**src/hdl/mwdt_pkg.sv**
```systemverilog
// Constants and types shared by the board watchdog timer.
// Assumes a 125 MHz core clock; all configuration arrives as plain ports.
// Operation
// - Reset action: request system reset on expiry
// - Pin action: timeout pin high on expiry
// - Interrupt action: signal NMI on expiry
// - Grace delay in seconds before counting
// - Timeout period counted in tenth seconds
package mwdt_pkg;

  // ==========================================================
  // Timing
  localparam int unsigned MWDT_CLK_HZ = 125000000;
  localparam int unsigned MWDT_GRACE_UNIT_MS = 1000;
  localparam int unsigned MWDT_PERIOD_UNIT_MS = 100;
  localparam int unsigned MWDT_MS_CYCLES = MWDT_CLK_HZ / 1000;
  localparam int unsigned MWDT_TICK_CYCLES =
    MWDT_PERIOD_UNIT_MS * MWDT_MS_CYCLES;
  localparam int unsigned MWDT_TENTHS_PER_SEC =
    MWDT_GRACE_UNIT_MS / MWDT_PERIOD_UNIT_MS;

  // ==========================================================
  // Setting widths and defaults
  localparam int unsigned MWDT_DLY_W = 16;
  localparam logic [15:0] MWDT_GRACE_RST = 16'h012C;
  localparam logic [15:0] MWDT_PERIOD_RST = 16'h0096;

  // ==========================================================
  // Output action encoding
  typedef enum logic [1:0] {
    MWDT_ACT_RESET = 2'h0,
    MWDT_ACT_PIN = 2'h1,
    MWDT_ACT_NMI = 2'h2
  } mwdt_act_t;

  // ==========================================================
  // Controller states
  typedef enum logic [3:0] {
    MWDT_ST_IDLE = 4'h1,
    MWDT_ST_GRACE = 4'h2,
    MWDT_ST_COUNT = 4'h4,
    MWDT_ST_EXPIRED = 4'h8
  } mwdt_state_t;

endpackage

```
**src/hdl/mwdt_tick.sv**
```systemverilog
// Tenth-second tick generator for the board watchdog.
// Assumes a single core clock; runs only while enabled.
`timescale 1ns/1ps
module mwdt_tick
  import mwdt_pkg::*;
#(
  parameter int unsigned TICK_CYCLES = MWDT_TICK_CYCLES
) (
  // Clock and reset
  input wire logic i_core_clk,
  input wire logic i_nrst,
  input wire logic i_ce,
  // Control
  input wire logic i_run,
  output logic o_tick
);

  typedef struct packed {
    logic [31:0] cnt;
    logic tick;
  } mwdt_tick_st_t;

  mwdt_tick_st_t st_q;
  mwdt_tick_st_t st_d;

  always_comb begin
    st_d = st_q;
    st_d.tick = 1'b0;
    if (!i_run) begin
      st_d.cnt = 32'h0;
    end else if (st_q.cnt == TICK_CYCLES - 1) begin
      st_d.cnt = 32'h0;
      st_d.tick = 1'b1;
    end else begin
      st_d.cnt = st_q.cnt + 32'h1;
    end
  end

  always_ff @(posedge i_core_clk or negedge i_nrst) begin
    if (!i_nrst) begin
      st_q <= '0;
    end else if (i_ce) begin
      st_q <= st_d;
    end
  end

  assign o_tick = st_q.tick & i_ce;

endmodule // mwdt_tick

```
**src/hdl/mwdt_top.sv**
```systemverilog
// Board watchdog timer: grace delay, timeout period, selectable action.
// Assumes settings are held steady by firmware; kick comes from core logic.
// Expired actions stay up until firmware clears the enable setting.
// Clock enable low freezes the whole block, tick source included.
// Action outputs are registered, status decoded from the state register; plain ports, no bus.
`timescale 1ns/1ps
module mwdt_top
  import mwdt_pkg::*;
#(
  parameter int unsigned TICK_CYCLES = MWDT_TICK_CYCLES,
  parameter int unsigned DLY_W = MWDT_DLY_W
) (
  // Clock and reset
  input wire logic i_core_clk,
  input wire logic i_nrst,
  input wire logic i_ce,
  // Configuration
  input wire logic i_enable,
  input wire logic [1:0] i_action_select,
  input wire logic [DLY_W-1:0] i_grace_secs,
  input wire logic [DLY_W-1:0] i_period_tenths,
  // Service
  input wire logic i_kick,
  // Actions
  output logic o_sys_reset_req,
  output logic o_timeout_output_pin,
  output logic o_nmi,
  // Status
  output logic o_counting,
  output logic o_expired
);

  // ==========================================================
  // Widths
  // Phase counter is four bits wider than the settings so the
  // grace target, seconds times ten, always fits
  localparam int unsigned CNT_W = DLY_W + 4;
  // One flag per action: reset, pin, interrupt
  localparam int unsigned N_ACT = 3;

  // ==========================================================
  // State
  typedef struct packed {
    mwdt_state_t state;
    logic [CNT_W-1:0] cnt;
    logic rst_req;
    logic pin;
    logic nmi;
  } mwdt_st_t;

  mwdt_st_t st_q;
  mwdt_st_t st_d;

  // ==========================================================
  // Internal signals
  logic tick;
  logic run;
  logic in_grace;
  logic in_count;
  logic in_expired;
  logic [CNT_W-1:0] grace_tenths;
  logic [CNT_W-1:0] period_tenths;
  logic [CNT_W-1:0] cnt_inc;
  logic [CNT_W-1:0] grace_cnt_nxt;
  logic [CNT_W-1:0] count_cnt_nxt;
  logic grace_done;
  logic period_done;
  logic [N_ACT-1:0] act_hit;

  // ==========================================================
  // Phase decode
  // One-hot state, each phase decoded by a full 4-bit compare of the state code
  assign in_grace = (st_q.state == MWDT_ST_GRACE);
  assign in_count = (st_q.state == MWDT_ST_COUNT);
  assign in_expired = (st_q.state == MWDT_ST_EXPIRED);

  // The tick source runs on from grace into count without a restart,
  // but grace ends with the tick counter at zero, so the first period tick is one full tick away
  assign run = i_enable && (in_grace || in_count);

  // ==========================================================
  // Tick source
  // Tenth-second ticks, held idle outside grace and count
  mwdt_tick #(
    .TICK_CYCLES(TICK_CYCLES)
  ) u_tick (
    .i_core_clk(i_core_clk),
    .i_nrst(i_nrst),
    .i_ce(i_ce),
    .i_run(run),
    .o_tick(tick)
  );

  // ==========================================================
  // Phase targets
  // Grace counted in tenths so one tick source serves both phases
  assign grace_tenths = CNT_W'(i_grace_secs) *
    CNT_W'(MWDT_TENTHS_PER_SEC);
  assign period_tenths = CNT_W'(i_period_tenths);

  // ==========================================================
  // Counter step
  // Saturates instead of wrapping, so a count that ran past its
  // target can never fall back below it
  always_comb begin
    if (&st_q.cnt) begin
      cnt_inc = st_q.cnt;
    end else begin
      cnt_inc = st_q.cnt + 1'h1;
    end
  end

  // ==========================================================
  // Next count per phase
  // Grace: ticks only, a kick is ignored until counting starts
  always_comb begin
    if (tick) begin
      grace_cnt_nxt = cnt_inc;
    end else begin
      grace_cnt_nxt = st_q.cnt;
    end
  end

  // Count: a kick restarts the period and wins over a tick
  always_comb begin
    if (i_kick) begin
      count_cnt_nxt = '0;
    end else if (tick) begin
      count_cnt_nxt = cnt_inc;
    end else begin
      count_cnt_nxt = st_q.cnt;
    end
  end

  // ==========================================================
  // Phase done
  // A zero setting ends its phase on the first cycle spent in it
  assign grace_done = (grace_cnt_nxt >= grace_tenths);
  assign period_done = (count_cnt_nxt >= period_tenths);

  // ==========================================================
  // Action decode
  // Code 3 is unassigned and falls back to the reset action, the
  // safest outcome for a system that has stopped responding
  for (genvar a = 0; a < N_ACT; a++) begin : g_act
    if (a == 0) begin : g_reset
      assign act_hit[a] = (i_action_select == MWDT_ACT_RESET) ||
        (&i_action_select);
    end else begin : g_other
      assign act_hit[a] = (i_action_select == 2'(a));
    end
  end

  // ==========================================================
  // Controller
  always_comb begin
    st_d = st_q;
    case (st_q.state)
      MWDT_ST_IDLE: begin
        st_d.cnt = '0;
        if (i_enable) begin
          st_d.state = MWDT_ST_GRACE;
        end
      end
      MWDT_ST_GRACE: begin
        if (grace_done) begin
          st_d.state = MWDT_ST_COUNT;
          st_d.cnt = '0;
        end else begin
          st_d.cnt = grace_cnt_nxt;
        end
      end
      MWDT_ST_COUNT: begin
        st_d.cnt = count_cnt_nxt;
        if (period_done) begin
          st_d.state = MWDT_ST_EXPIRED;
          st_d.rst_req = act_hit[0];
          st_d.pin = act_hit[1];
          st_d.nmi = act_hit[2];
        end
      end
      MWDT_ST_EXPIRED: begin
        // Action holds until disabled; no re-arm without firmware
        st_d.cnt = st_q.cnt;
      end
      default: begin
        // Any illegal code falls back to idle with the count cleared; action flags keep their value
        st_d.state = MWDT_ST_IDLE;
        st_d.cnt = '0;
      end
    endcase
    // Disable overrides every phase and clears the actions at once
    if (!i_enable) begin
      st_d.state = MWDT_ST_IDLE;
      st_d.cnt = '0;
      st_d.rst_req = 1'h0;
      st_d.pin = 1'h0;
      st_d.nmi = 1'h0;
    end
  end

  // ==========================================================
  // State register
  // Clock enable low freezes every field, the counter included
  always_ff @(posedge i_core_clk or negedge i_nrst) begin
    if (!i_nrst) begin
      st_q <= '{state: MWDT_ST_IDLE, default: '0};
    end else if (i_ce) begin
      st_q <= st_d;
    end
  end

  // ==========================================================
  // Outputs
  // The action lines come straight from register bits, so no
  // decode glitch can reach the reset, pin or interrupt lines
  assign o_sys_reset_req = st_q.rst_req;
  assign o_timeout_output_pin = st_q.pin;
  assign o_nmi = st_q.nmi;
  assign o_counting = in_count;
  assign o_expired = in_expired;

endmodule // mwdt_top

```
**config.mk**
```make
export PLATFORM = sky130hd
export DESIGN_NAME = mwdt_top
export DESIGN_NICKNAME = d
export VERILOG_FILES = /design/src/hdl/mwdt_pkg.sv /design/src/hdl/mwdt_tick.sv /design/src/hdl/mwdt_top.sv
export SDC_FILE = /design/constraint.sdc
export NUM_CORES = 1
export LEC_CHECK = 0
export ABC_AREA = 1
export BUFFER_PORTS_ARGS = -buffer_cell sky130_fd_sc_hd__buf_2
export CAP_MARGIN = 20
export CORE_ASPECT_RATIO = 1.4
export CORE_UTILIZATION = 35
export DETAILED_ROUTE_END_ITERATION = 10
export GPL_ROUTABILITY_DRIVEN = 0
export SLEW_MARGIN = 20
export SYNTH_ARGS = -nofsm -noshare
export SYNTH_HDL_FRONTEND = slang
export SYNTH_HIERARCHICAL = 1
export SYNTH_SLANG_ARGS = --single-unit
```
**constraint.sdc**
```tcl
create_clock -name i_core_clk -period 3 [get_ports i_core_clk]
set_input_delay 0 -clock i_core_clk [delete_from_list [all_inputs] [get_ports i_core_clk]]
set_output_delay 0 -clock i_core_clk [all_outputs]
set_load 0.01 [all_outputs]
```
# After elaboration in Yosys (flattened, before gate mapping)
# Index checks and enable logic that the tools add are counted.
# W data, S select, Z words.
[classes]
add_sub_neg = 2
multipliers = 1
order_cmp = 2
eq_ne = 12
muxes = 15
bitwise = 1
reduce_logical = 9
[ops]
columns = ["op", "count"]
rows = [
  ["$mux W20", 4],
  ["$mux W32", 2],
  ["$pmux W20 S3", 1],
  ["$add A32 B1 Y32 const B", 1],
  ["$eq A32 B24 Y1 const B", 1],
  ["$mux W27", 1],
  ["$add A20 B1 Y20 const B", 1],
  ["$ge A20 B16 Y1", 1],
  ["$ge A20 B20 Y1", 1],
  ["$reduce_and A20 Y1", 1],
  ["$mul A16 B3 Y19 const B", 1],
  ["$pmux W4 S4", 1],
  ["$mux W4", 2],
  ["$mux W3", 2],
  ["$ne A3 B2 Y1 const B", 2],
  ["$eq A4 B1 Y1 const B", 1],
  ["$eq A4 B2 Y1 const B", 1],
  ["$eq A4 B3 Y1 const B", 1],
  ["$eq A4 B4 Y1 const B", 1],
  ["$ne A2 B1 Y1 const B", 2],
  ["$reduce_and A2 Y1", 2],
  ["$reduce_and A4 Y1", 1],
  ["$reduce_and A3 Y1", 1],
  ["$eq A2 B1 Y1 const B", 1],
  ["other kinds (7)", 9],
]
[totals]
ff_bits = 60
inputBits = 39
output_inout_bits = 5
word_cells = 49

# Logic depth before layout (Yosys ltp)
# Gate-level depths: netlist (run 1).
[logic_depth]
depth_word = 8
mapped_depth = 26
depth_no_buf = 26

# Hierarchy
# Netlist (run 1), hierarchy kept.
[modules_own_cells]
columns = ["module", "n_inst", "cells_per_inst", "area_per_inst_um2", "seq_area_each_um2"]
rows = [
  ["mwdt_top", 1, 614, 3953.8, 676.9],
  ["mwdt_tick", 1, 322, 2134.5, 825.8],
]

# Worst setup path after synthesis (run 1)
# OpenSTA, ideal clock, no wires.
[synth_path]
path_kind = "input to register"
from = "input port i_grace_secs[1]"
to = "register st_q[20] (netlist name)"
setup_time_ns = 0.117
arrival_time_ns = 3.092
required_ns = 2.883
path_slack_ns = -0.209
path_stages = 18
n_path_buf = 1
cell_sequence = "ha_1 ha_1 fa_1 a21oi_1 o21ai_0 a21boi_0 o21ai_0 xnor2_1 ha_1 nand4_1 nor3_1 nor4b_1 nand2_2 nand2_4 buf_6 o22ai_1 nand2_1 nand2_1"
[synth_lines]
columns = ["element", "line_no", "text"]
rows = [
  ["start, declared", "mwdt_top.sv:20", "input wire logic [DLY_W-1:0] i_grace_secs,"],
]

==> flow_summary_export.csv, run 1 <==
group,metric,value,unit
status,run_status,"finished with violations",
status,violations,"negative setup slack",
sta,hold_viol,0,
finish,area_growth,40.6,%
sta,rsz0062_at_grt,"true",
critical_path,cp_max_fo,6,
power_and_ir_drop,p_per_area,303,nW/um^2
yosys,synth-main-ff-cell,"dfrtp_1",
sta,layout_setup_ws,-0.662,ps
yosys,async_flop_share,100,%
die,die_w,113,um
critical_path,critPathMaxStageDelay,420,ps
finish,final_area,8560,sq um
power_and_ir_drop,clkPwrFrac,43.7,%
power_and_ir_drop,swShare,28.6,%
routing,viasPerCell,4.93,
finish,drive_above_1_share,31.1,%
die,initial_core_util,36.1,%
die,dieArea,17900,sq um
critical_path,rr_endpoint,"st_q[14]$_DFFE_PN0P_",
hold_path,holdPathEnd,"o_timeout_output_pin$_DFFE_PN0P_",
hold_path,hold_class,"in2reg",
yosys,ys_seq_area_share,24.7,%
sta,fin_crit_sh,100,%
routing,drcViolationCount,0,
critical_path,cp_cell_sequence,"ha_4, inv_4, nor2_4, nand2_2, nor2_4, nand2_4, nand2_4, nor2_4, nand2_2, xnor2_2, buf_4, ha_4, nand2_2, inv_2, nand3_2, nor4b_4, nand2_4, nand2_8, buf_12, o21ai_2, nand2_1, nand2_1",
critical_path,cp_slowest_cell,"dfrtp_1",
hold_path,min_path_cells,5,
power_and_ir_drop,p_leak,4.04,nW
grt,gr-usage-all-layers,21.1,%
cts,cts-buffers-inserted,9,
cts,clock-root-buffer,"clkbuf_16",
die,io_pins,44,
power_and_ir_drop,p_comb_share,24.0,%
cts,clock_latency,340,ps
grt,grt_max_degree,30,
sta,setup_viol,1,
cts,clk_path_buf_depth,2,
placement,hpwl,14400,um
routing,wl_per_cell,14.2,um
critical_path,cp-end-kind,"flop",
sta,min_period,3000,ps
grt,antenna_found_initial,0,
yosys,syn_nets,1043,
finish,nets,1213,
finish,diodes,0,
finish,layout_commonest_cell,"nand2_1",
sta,relSlewSlack,56.5,%
yosys,synth_edf_count,0,
run,cap_violations,0,
yosys,syn_inst,936,
sta,holdWs,76.3,ps
critical_path,worst_ep_arrival_time,3230,ps
yosys,ys_seq_elements,60,
sta,fin_setup_tns,-0.662,ps
power_and_ir_drop,ir_drop,250,uV
critical_path,crit_required,3230,ps
power_and_ir_drop,seqPwrFrac,32.3,%
sta,max_slew.worst_pin.slew,652,ps
critical_path,r2r_cells,22,
grt,overflow,0,
critical_path,worst-r2r-setup-slack,-0.7,ps
routing,drt_pre_antenna_iters,5,
power_and_ir_drop,power.total,2.60,mW
cts,cts_max_level,3,
cts,clock-sinks,60,
routing,num_vias,6619,
grt,grt_pass1_wl,29400,um
placement,placed_area,7420,sq um
power_and_ir_drop,intPower,1.85,mW
sta,fin_skew,5.29,ps
routing,drt-initial-drc-count,300,
routing,ant_nets,0,
hold_path,worstHoldStart,"i_enable",
critical_path,cp-start-kind,"flop",
cts,cts_tree,"built",
placement,numPortBuffers,43,
critical_path,critPathKind,"reg2reg",
routing,totalWireLength,19000,um
sta,final_max_slew_viol_count,0,
grt,grt_pass1_vias,6157,
yosys,ys_types,40,
critical_path,r2r_start,"st_q[4]$_DFFE_PN0P_",
yosys,synth_warnings,6,
sta,max_freq,333,MHz
finish,final_cell_mix,"nand2_1 (268), buf_4 (123), nor2_1 (117)",
power_and_ir_drop,power_switching,0.742,mW
yosys,avgSynthCellArea,6.50,sq um
die,rows,56,
die,die_height,158,um
die,core_area,16900,sq um
yosys,syn_area,6090,sq um
cts,clkTransAtPathRegs,50,ps
-- cells in the mapped netlist (3+ instances only) --
cell type,count,share of area [%]
inv_1,108,6.7
o21ai_2,4,0.58
o21ai_1,6,0.49
xor2_1,23,3.3
nor2_1,134,8.3
buf_2,7,0.58
o21ai_0,39,3.2
a21boi_0,3,0.37
nand2_2,8,0.82
buf_6,3,0.55
nor3_1,14,1.2
nand3_1,47,3.9
ha_1,67,14
nor2_2,7,0.72
o22ai_1,4,0.41
nand4_1,27,2.8
clkbuf_1,8,0.49
nor2_4,4,0.74
nand2_1,289,18
nand3_2,4,0.66
a21oi_1,31,2.5
xnor2_1,15,2.2
dfrtp_1,59,24
-- metrics by stage --
step | utilization [%] | cells | worst slack, ps
2_1_floorplan | - | 936 | 19.9
3_3_place_gp | 43.9 | 1309 | -237
3_5_place_dp | 43.9 | 1309 | -310
4_1_cts | 46.5 | 1329 | -12.0
5_1_grt | 50.7 | 1343 | -166
6_report | 50.7 | 1343 | -0.662
-- kinds of logic after synthesis --
| group | after synthesis | synth area share [%] |
|---|---|---|
| buffers and inverters | 129 | 8.47 |
| AO/OA/AOI/OAI | 95 | 8.73 |
| AND/OR/NAND/NOR | 545 | 38.4 |
| XOR/XNOR | 38 | 5.47 |
| flip-flops | 60 | 24.7 |
| multiplexers | 1 | 0.164 |
| adder cells (fa/ha/maj) | 68 | 14.1 |
-- power by group through the flow --
| stage | Clock [mW] | Combinational (mW) | Sequential [mW] |
|---|---|---|---|
| 2_1_floorplan | 0 | 0.303 | 0.852 |
| 3_3_place_gp | 0 | 0.525 | 0.853 |
| 3_5_place_dp | 0 | 0.531 | 0.853 |
| 4_1_cts | 1.16 | 0.547 | 0.839 |
| 5_1_grt | 1.19 | 0.691 | 0.840 |
| 6_report | 1.13 | 0.622 | 0.839 |
-- worst max-delay path, delay by kind of cell (launching register included) --
| kind | cells | cell delay (ps) |
|---|---|---|
| buffers and inverters | 4 | 410 |
| flip-flops | 1 | 420 |
| adder cells (fa/ha/maj) | 2 | 450 |
| XOR/XNOR | 1 | 140 |
| AND/OR/NAND/NOR | 14 | 1410 |
| AO/OA/AOI/OAI | 1 | 70 |
-- per-layer routing --
| layer | GRT usage [%] | wire length [um] |
|---|---|---|
| met5 | 0 | 0 |
| met2 | 39.5 | 10000 |
| met4 | 10.3 | 864 |
| met1 | 23.0 | 7460 |
| met3 | 3.37 | 692 |
-- flip-flops by register name, indices dropped and copies added, names as in the netlist --
register	flops
o_timeout_output_pin	1
st_q	24
o_sys_reset_req	1
o_nmi	1
u_tick/st_q	33
-- area by class of cell --
class | instances | area, sq um
Clock inverter | 5 | 75.1
Sequential cell | 60 | 1500
Timing Repair Buffer | 178 | 1290
Fill cell | 1657 | 8320
Inverter | 110 | 423
Tap cell | 232 | 290
Multi-Input combinational cell | 747 | 4730
Clock buffer | 11 | 243
-- repair_timing --
action,4_1_cts,5_1_grt
cloned,0,1
pin swaps,5,53
resized for setup,29,139
hold buffers,1,0
buffers inserted,3,13
setup endpoints to repair,27,27
endpoints found under the hold margin,26,0
-- worst max path at each step --
stage,slack (ps),end,cells past startpoint,startpoint
3_5_place_dp,-310,st_q[26]$_DFFE_PN0P_,21,i_grace_secs[3]
6_report,-0.7,st_q[14]$_DFFE_PN0P_,22,st_q[4]$_DFFE_PN0P_
5_1_grt,-170,st_q[21]$_DFFE_PN0P_,19,st_q[13]$_DFFE_PN0P_
2_1_floorplan,20,st_q[20]$_DFFE_PN0P_,18,i_grace_secs[1]
4_1_cts,-10,st_q[26]$_DFFE_PN0P_,22,st_q[4]$_DFFE_PN0P_
3_3_place_gp,-240,st_q[25]$_DFFE_PN0P_,19,i_grace_secs[4]
Power figures use the tool's default switching activity.
==> inputs of run 2 (changes only) <==
ABC_AREA = 0   (was 1)
==> run 2 against run 1 <==
Effect of this change:
- the flow still finishes with violations (negative setup slack)
- routed wire length down 29%
- synthesized cell count down 35%
- synthesized area down 11%
- worst setup slack worse by 1000 ps
- largest cell class unchanged
- clock-buffer cell count unchanged
- total power down 3.7%
- clock power down 13%
- critical path type is now in2reg
- sequential power up 2%
- critical endpoint is now st_q[13]$_DFFE_PN0P_
- critical path depth down 1
- sequential share of layout area up 3.0 points
- register-to-register slack worse by 670 ps
- global-route usage down 3.5 points
==> flow_summary_export.csv, run 2 <==
group,metric,value,unit
status,run_status,"finished with violations",
status,violations,"negative setup slack",
routing,drt-initial-drc-count,177,
yosys,synth-main-ff-cell,"dfrtp_1",
finish,area_growth,35.2,%
yosys,ys_seq_area_share,27.8,%
yosys,yosysTopAreaCell,"dfrtp_1",
run,cap_violations,0,
sta,rsz0062_at_grt,"true",
yosys,synth_warnings,6,
die,die_height,149,um
routing,drt_pre_antenna_iters,4,
cts,clock-sinks,60,
yosys,async_flop_share,100,%
sta,relSlewSlack,55.3,%
critical_path,cp-start-kind,"input port",
hold_path,worstHoldStart,"i_ce",
critical_path,crit_required,3240,ps
finish,biggestRegsByFlops,"u_tick/st_q: 33 flops, st_q: 24 flops",
die,dieArea,15900,sq um
placement,hpwl,10600,um
sta,holdWs,148,ps
cts,clk_path_buf_depth,2,
power_and_ir_drop,ir_drop,254,uV
placement,numPortBuffers,43,
finish,fillers,1414,
die,initial_core_util,35.9,%
sta,setup_viol,27,
yosys,ys_seq_elements,60,
grt,gr-usage-all-layers,17.6,%
routing,totalWireLength,13600,um
sta,min_period,4030,ps
critical_path,cp-startpoint,"i_grace_secs[3]",
hold_path,hold_class,"in2reg",
finish,register_area,1500,sq um
yosys,syn_area,5400,sq um
yosys,syn_nets,714,
sta,fin_crit_sh,134,%
yosys,synth_top_area_share,27.3,%
finish,regMostFlops,"u_tick/st_q",
placement,dp_cells,933,
yosys,avgSynthCellArea,8.90,sq um
finish,layout_commonest_cell,"buf_4",
die,die_w,107,um
die,core_area,15100,sq um
critical_path,critPathMaxStageDelay,330,ps
finish,drive_above_1_share,33.4,%
finish,final_cell_mix,"buf_4 (118), nor2_1 (71), ha_1 (60)",
grt,grt_max_degree,51,
die,rows,53,
finish,nets,871,
routing,ant_nets,0,
yosys,syn_inst,607,
finish,largest_reg_flops,33,
routing,num_vias,4906,
critical_path,cp_max_fo,5,
critical_path,cp-end-kind,"flop",
cts,cts_tree,"built",
power_and_ir_drop,p_per_area,342,nW/um^2
sta,max_freq,248,MHz
cts,cts-buffers-inserted,9,
grt,overflow,0,
power_and_ir_drop,p_leak,3.56,nW
cts,clock_latency,320,ps
yosys,ys_types,71,
grt,grt_pass1_wl,22500,um
routing,viasPerCell,5.11,
cts,clkTransAtPathRegs,50,ps
finish,finalNonFillerCells,961,
sta,max_slew.worst_pin.slew,664,ps
yosys,yosys-top-cells-count,"nor2_1 (82), ha_1 (67), dfrtp_1 (59), nand2_1 (51), inv_1 (40)",
yosys,synth_edf_count,0,
critical_path,r2r_start,"st_q[12]$_DFFE_PN0P_",
cts,clock-root-buffer,"clkbuf_16",
die,io_pins,44,
sta,layout_setup_ws,-1030,ps
routing,drcViolationCount,0,
critical_path,cp_cell_sequence,"buf_8, ha_4, ha_4, fa_2, a21o_1, a211oi_2, nor2_2, o311a_1, o21a_1, o31a_1, o41ai_2, xor2_1, ha_1, and4_4, a221oi_4, nand3_1, o2bb2ai_2, nand2b_1, o211a_4, clkbuf_16, a211oi_2",
critical_path,critPathKind,"in2reg",
critical_path,worst_ep_arrival_time,4270,ps
yosys,yosysMostFrequentCell,"nor2_1",
critical_path,cp_slowest_cell,"fa_2",
sta,final_max_slew_viol_count,0,
grt,grt_pass1_vias,5082,
sta,fin_skew,6.14,ps
finish,diodes,0,
finish,multi_input_area,3910,sq um
routing,wl_per_cell,14.1,um
cts,cts_max_level,3,
finish,fin_util,48.5,%
sta,hold_viol,0,
grt,antenna_found_initial,0,
yosys,synth_area_leaders,"dfrtp_1 (27%), ha_1 (16%), nor2_1 (5.7%)",
==> run 2: per-layer routing <==
metal | global-route usage [%] | vias to the layer above | wire, um
met5 | 0 | - | 0
met1 | 18.9 | 2337 | 5540
met4 | 7.05 | 0 | 304
li1 | - | 2461 | -
met2 | 34.1 | 83 | 7360
met3 | 2.40 | 25 | 352
==> run 2: timing repair <==
action,in CTS,in global routing
endpoints found under the hold margin,47,0
gates resized for setup,21,21
hold buffers,1,0
gates cloned,1,1
buffers inserted,9,4
pin swaps,30,14
setup endpoints to repair,27,27
==> run 2: cell families after synthesis <==
| kind of cell | share of synthesized area [%] |
|---|---|
| buf+inv | 5.00 |
| simple gates | 26.6 |
| fa+ha+maj | 15.9 |
| mux | 2.15 |
| compound gates | 12.3 |
| flops | 27.8 |
| xor+xnor | 10.2 |
==> run 2: worst paths after layout <==
path,endpoint,slack (ps),depth (start not counted)
max,st_q[13]$_DFFE_PN0P_,-1030,21
min,u_tick/st_q[1]$_DFFE_PN0P_,150,3
max reg2reg,st_q[13]$_DFFE_PN0P_,-670,17
min reg2reg,u_tick/st_q[1]$_DFFE_PN0P_,540,1
max in group asynchronous,st_q[12]$_DFFE_PN0P_,2180,3
min in group asynchronous,u_tick/st_q[12]$_DFFE_PN0P_,240,2
==> run 2: critical path: cells and delay by family <==
family | cells | cell delay, ps
AOI/OAI and AO/OA | 10 | 2270
adders and majority gates | 4 | 990
and+or+nand+nor | 4 | 520
buffers and inverters | 2 | 280
xor gates and xnor gates | 1 | 180
==> run 2: area by class of cell <==
type	count	area share [%]
clock buffers	11	3.19
clock inverters	5	0.720
inverters	40	2.06
multi-input cells	487	53.5
flip-flops and latches	60	20.6
well taps	192	3.29
repair buffers	166	16.7
==> run 2: where the power goes <==
part	leakage [nW]	internal [mW]	switching, mW
combinational	2.60	0.329	0.329
clock	0.139	0.638	0.349
sequential	0.829	0.833	0.0215
total	3.56	1.80	0.700
==> run 2: stage by stage <==
step / worst slack (ps) / TNS, ps / instance area, sq um / power [mW]
detailed placement: -1580 / -36230 / 6690 / 1.47
floorplan: -1030 / -23790 / 5520 / 1.22
global placement: -1440 / -33230 / 6690 / 1.44
CTS: -1100 / -25800 / 7160 / 2.51
global route: -1260 / -29130 / 7300 / 2.63
finish: -1030 / -23340 / 7300 / 2.50
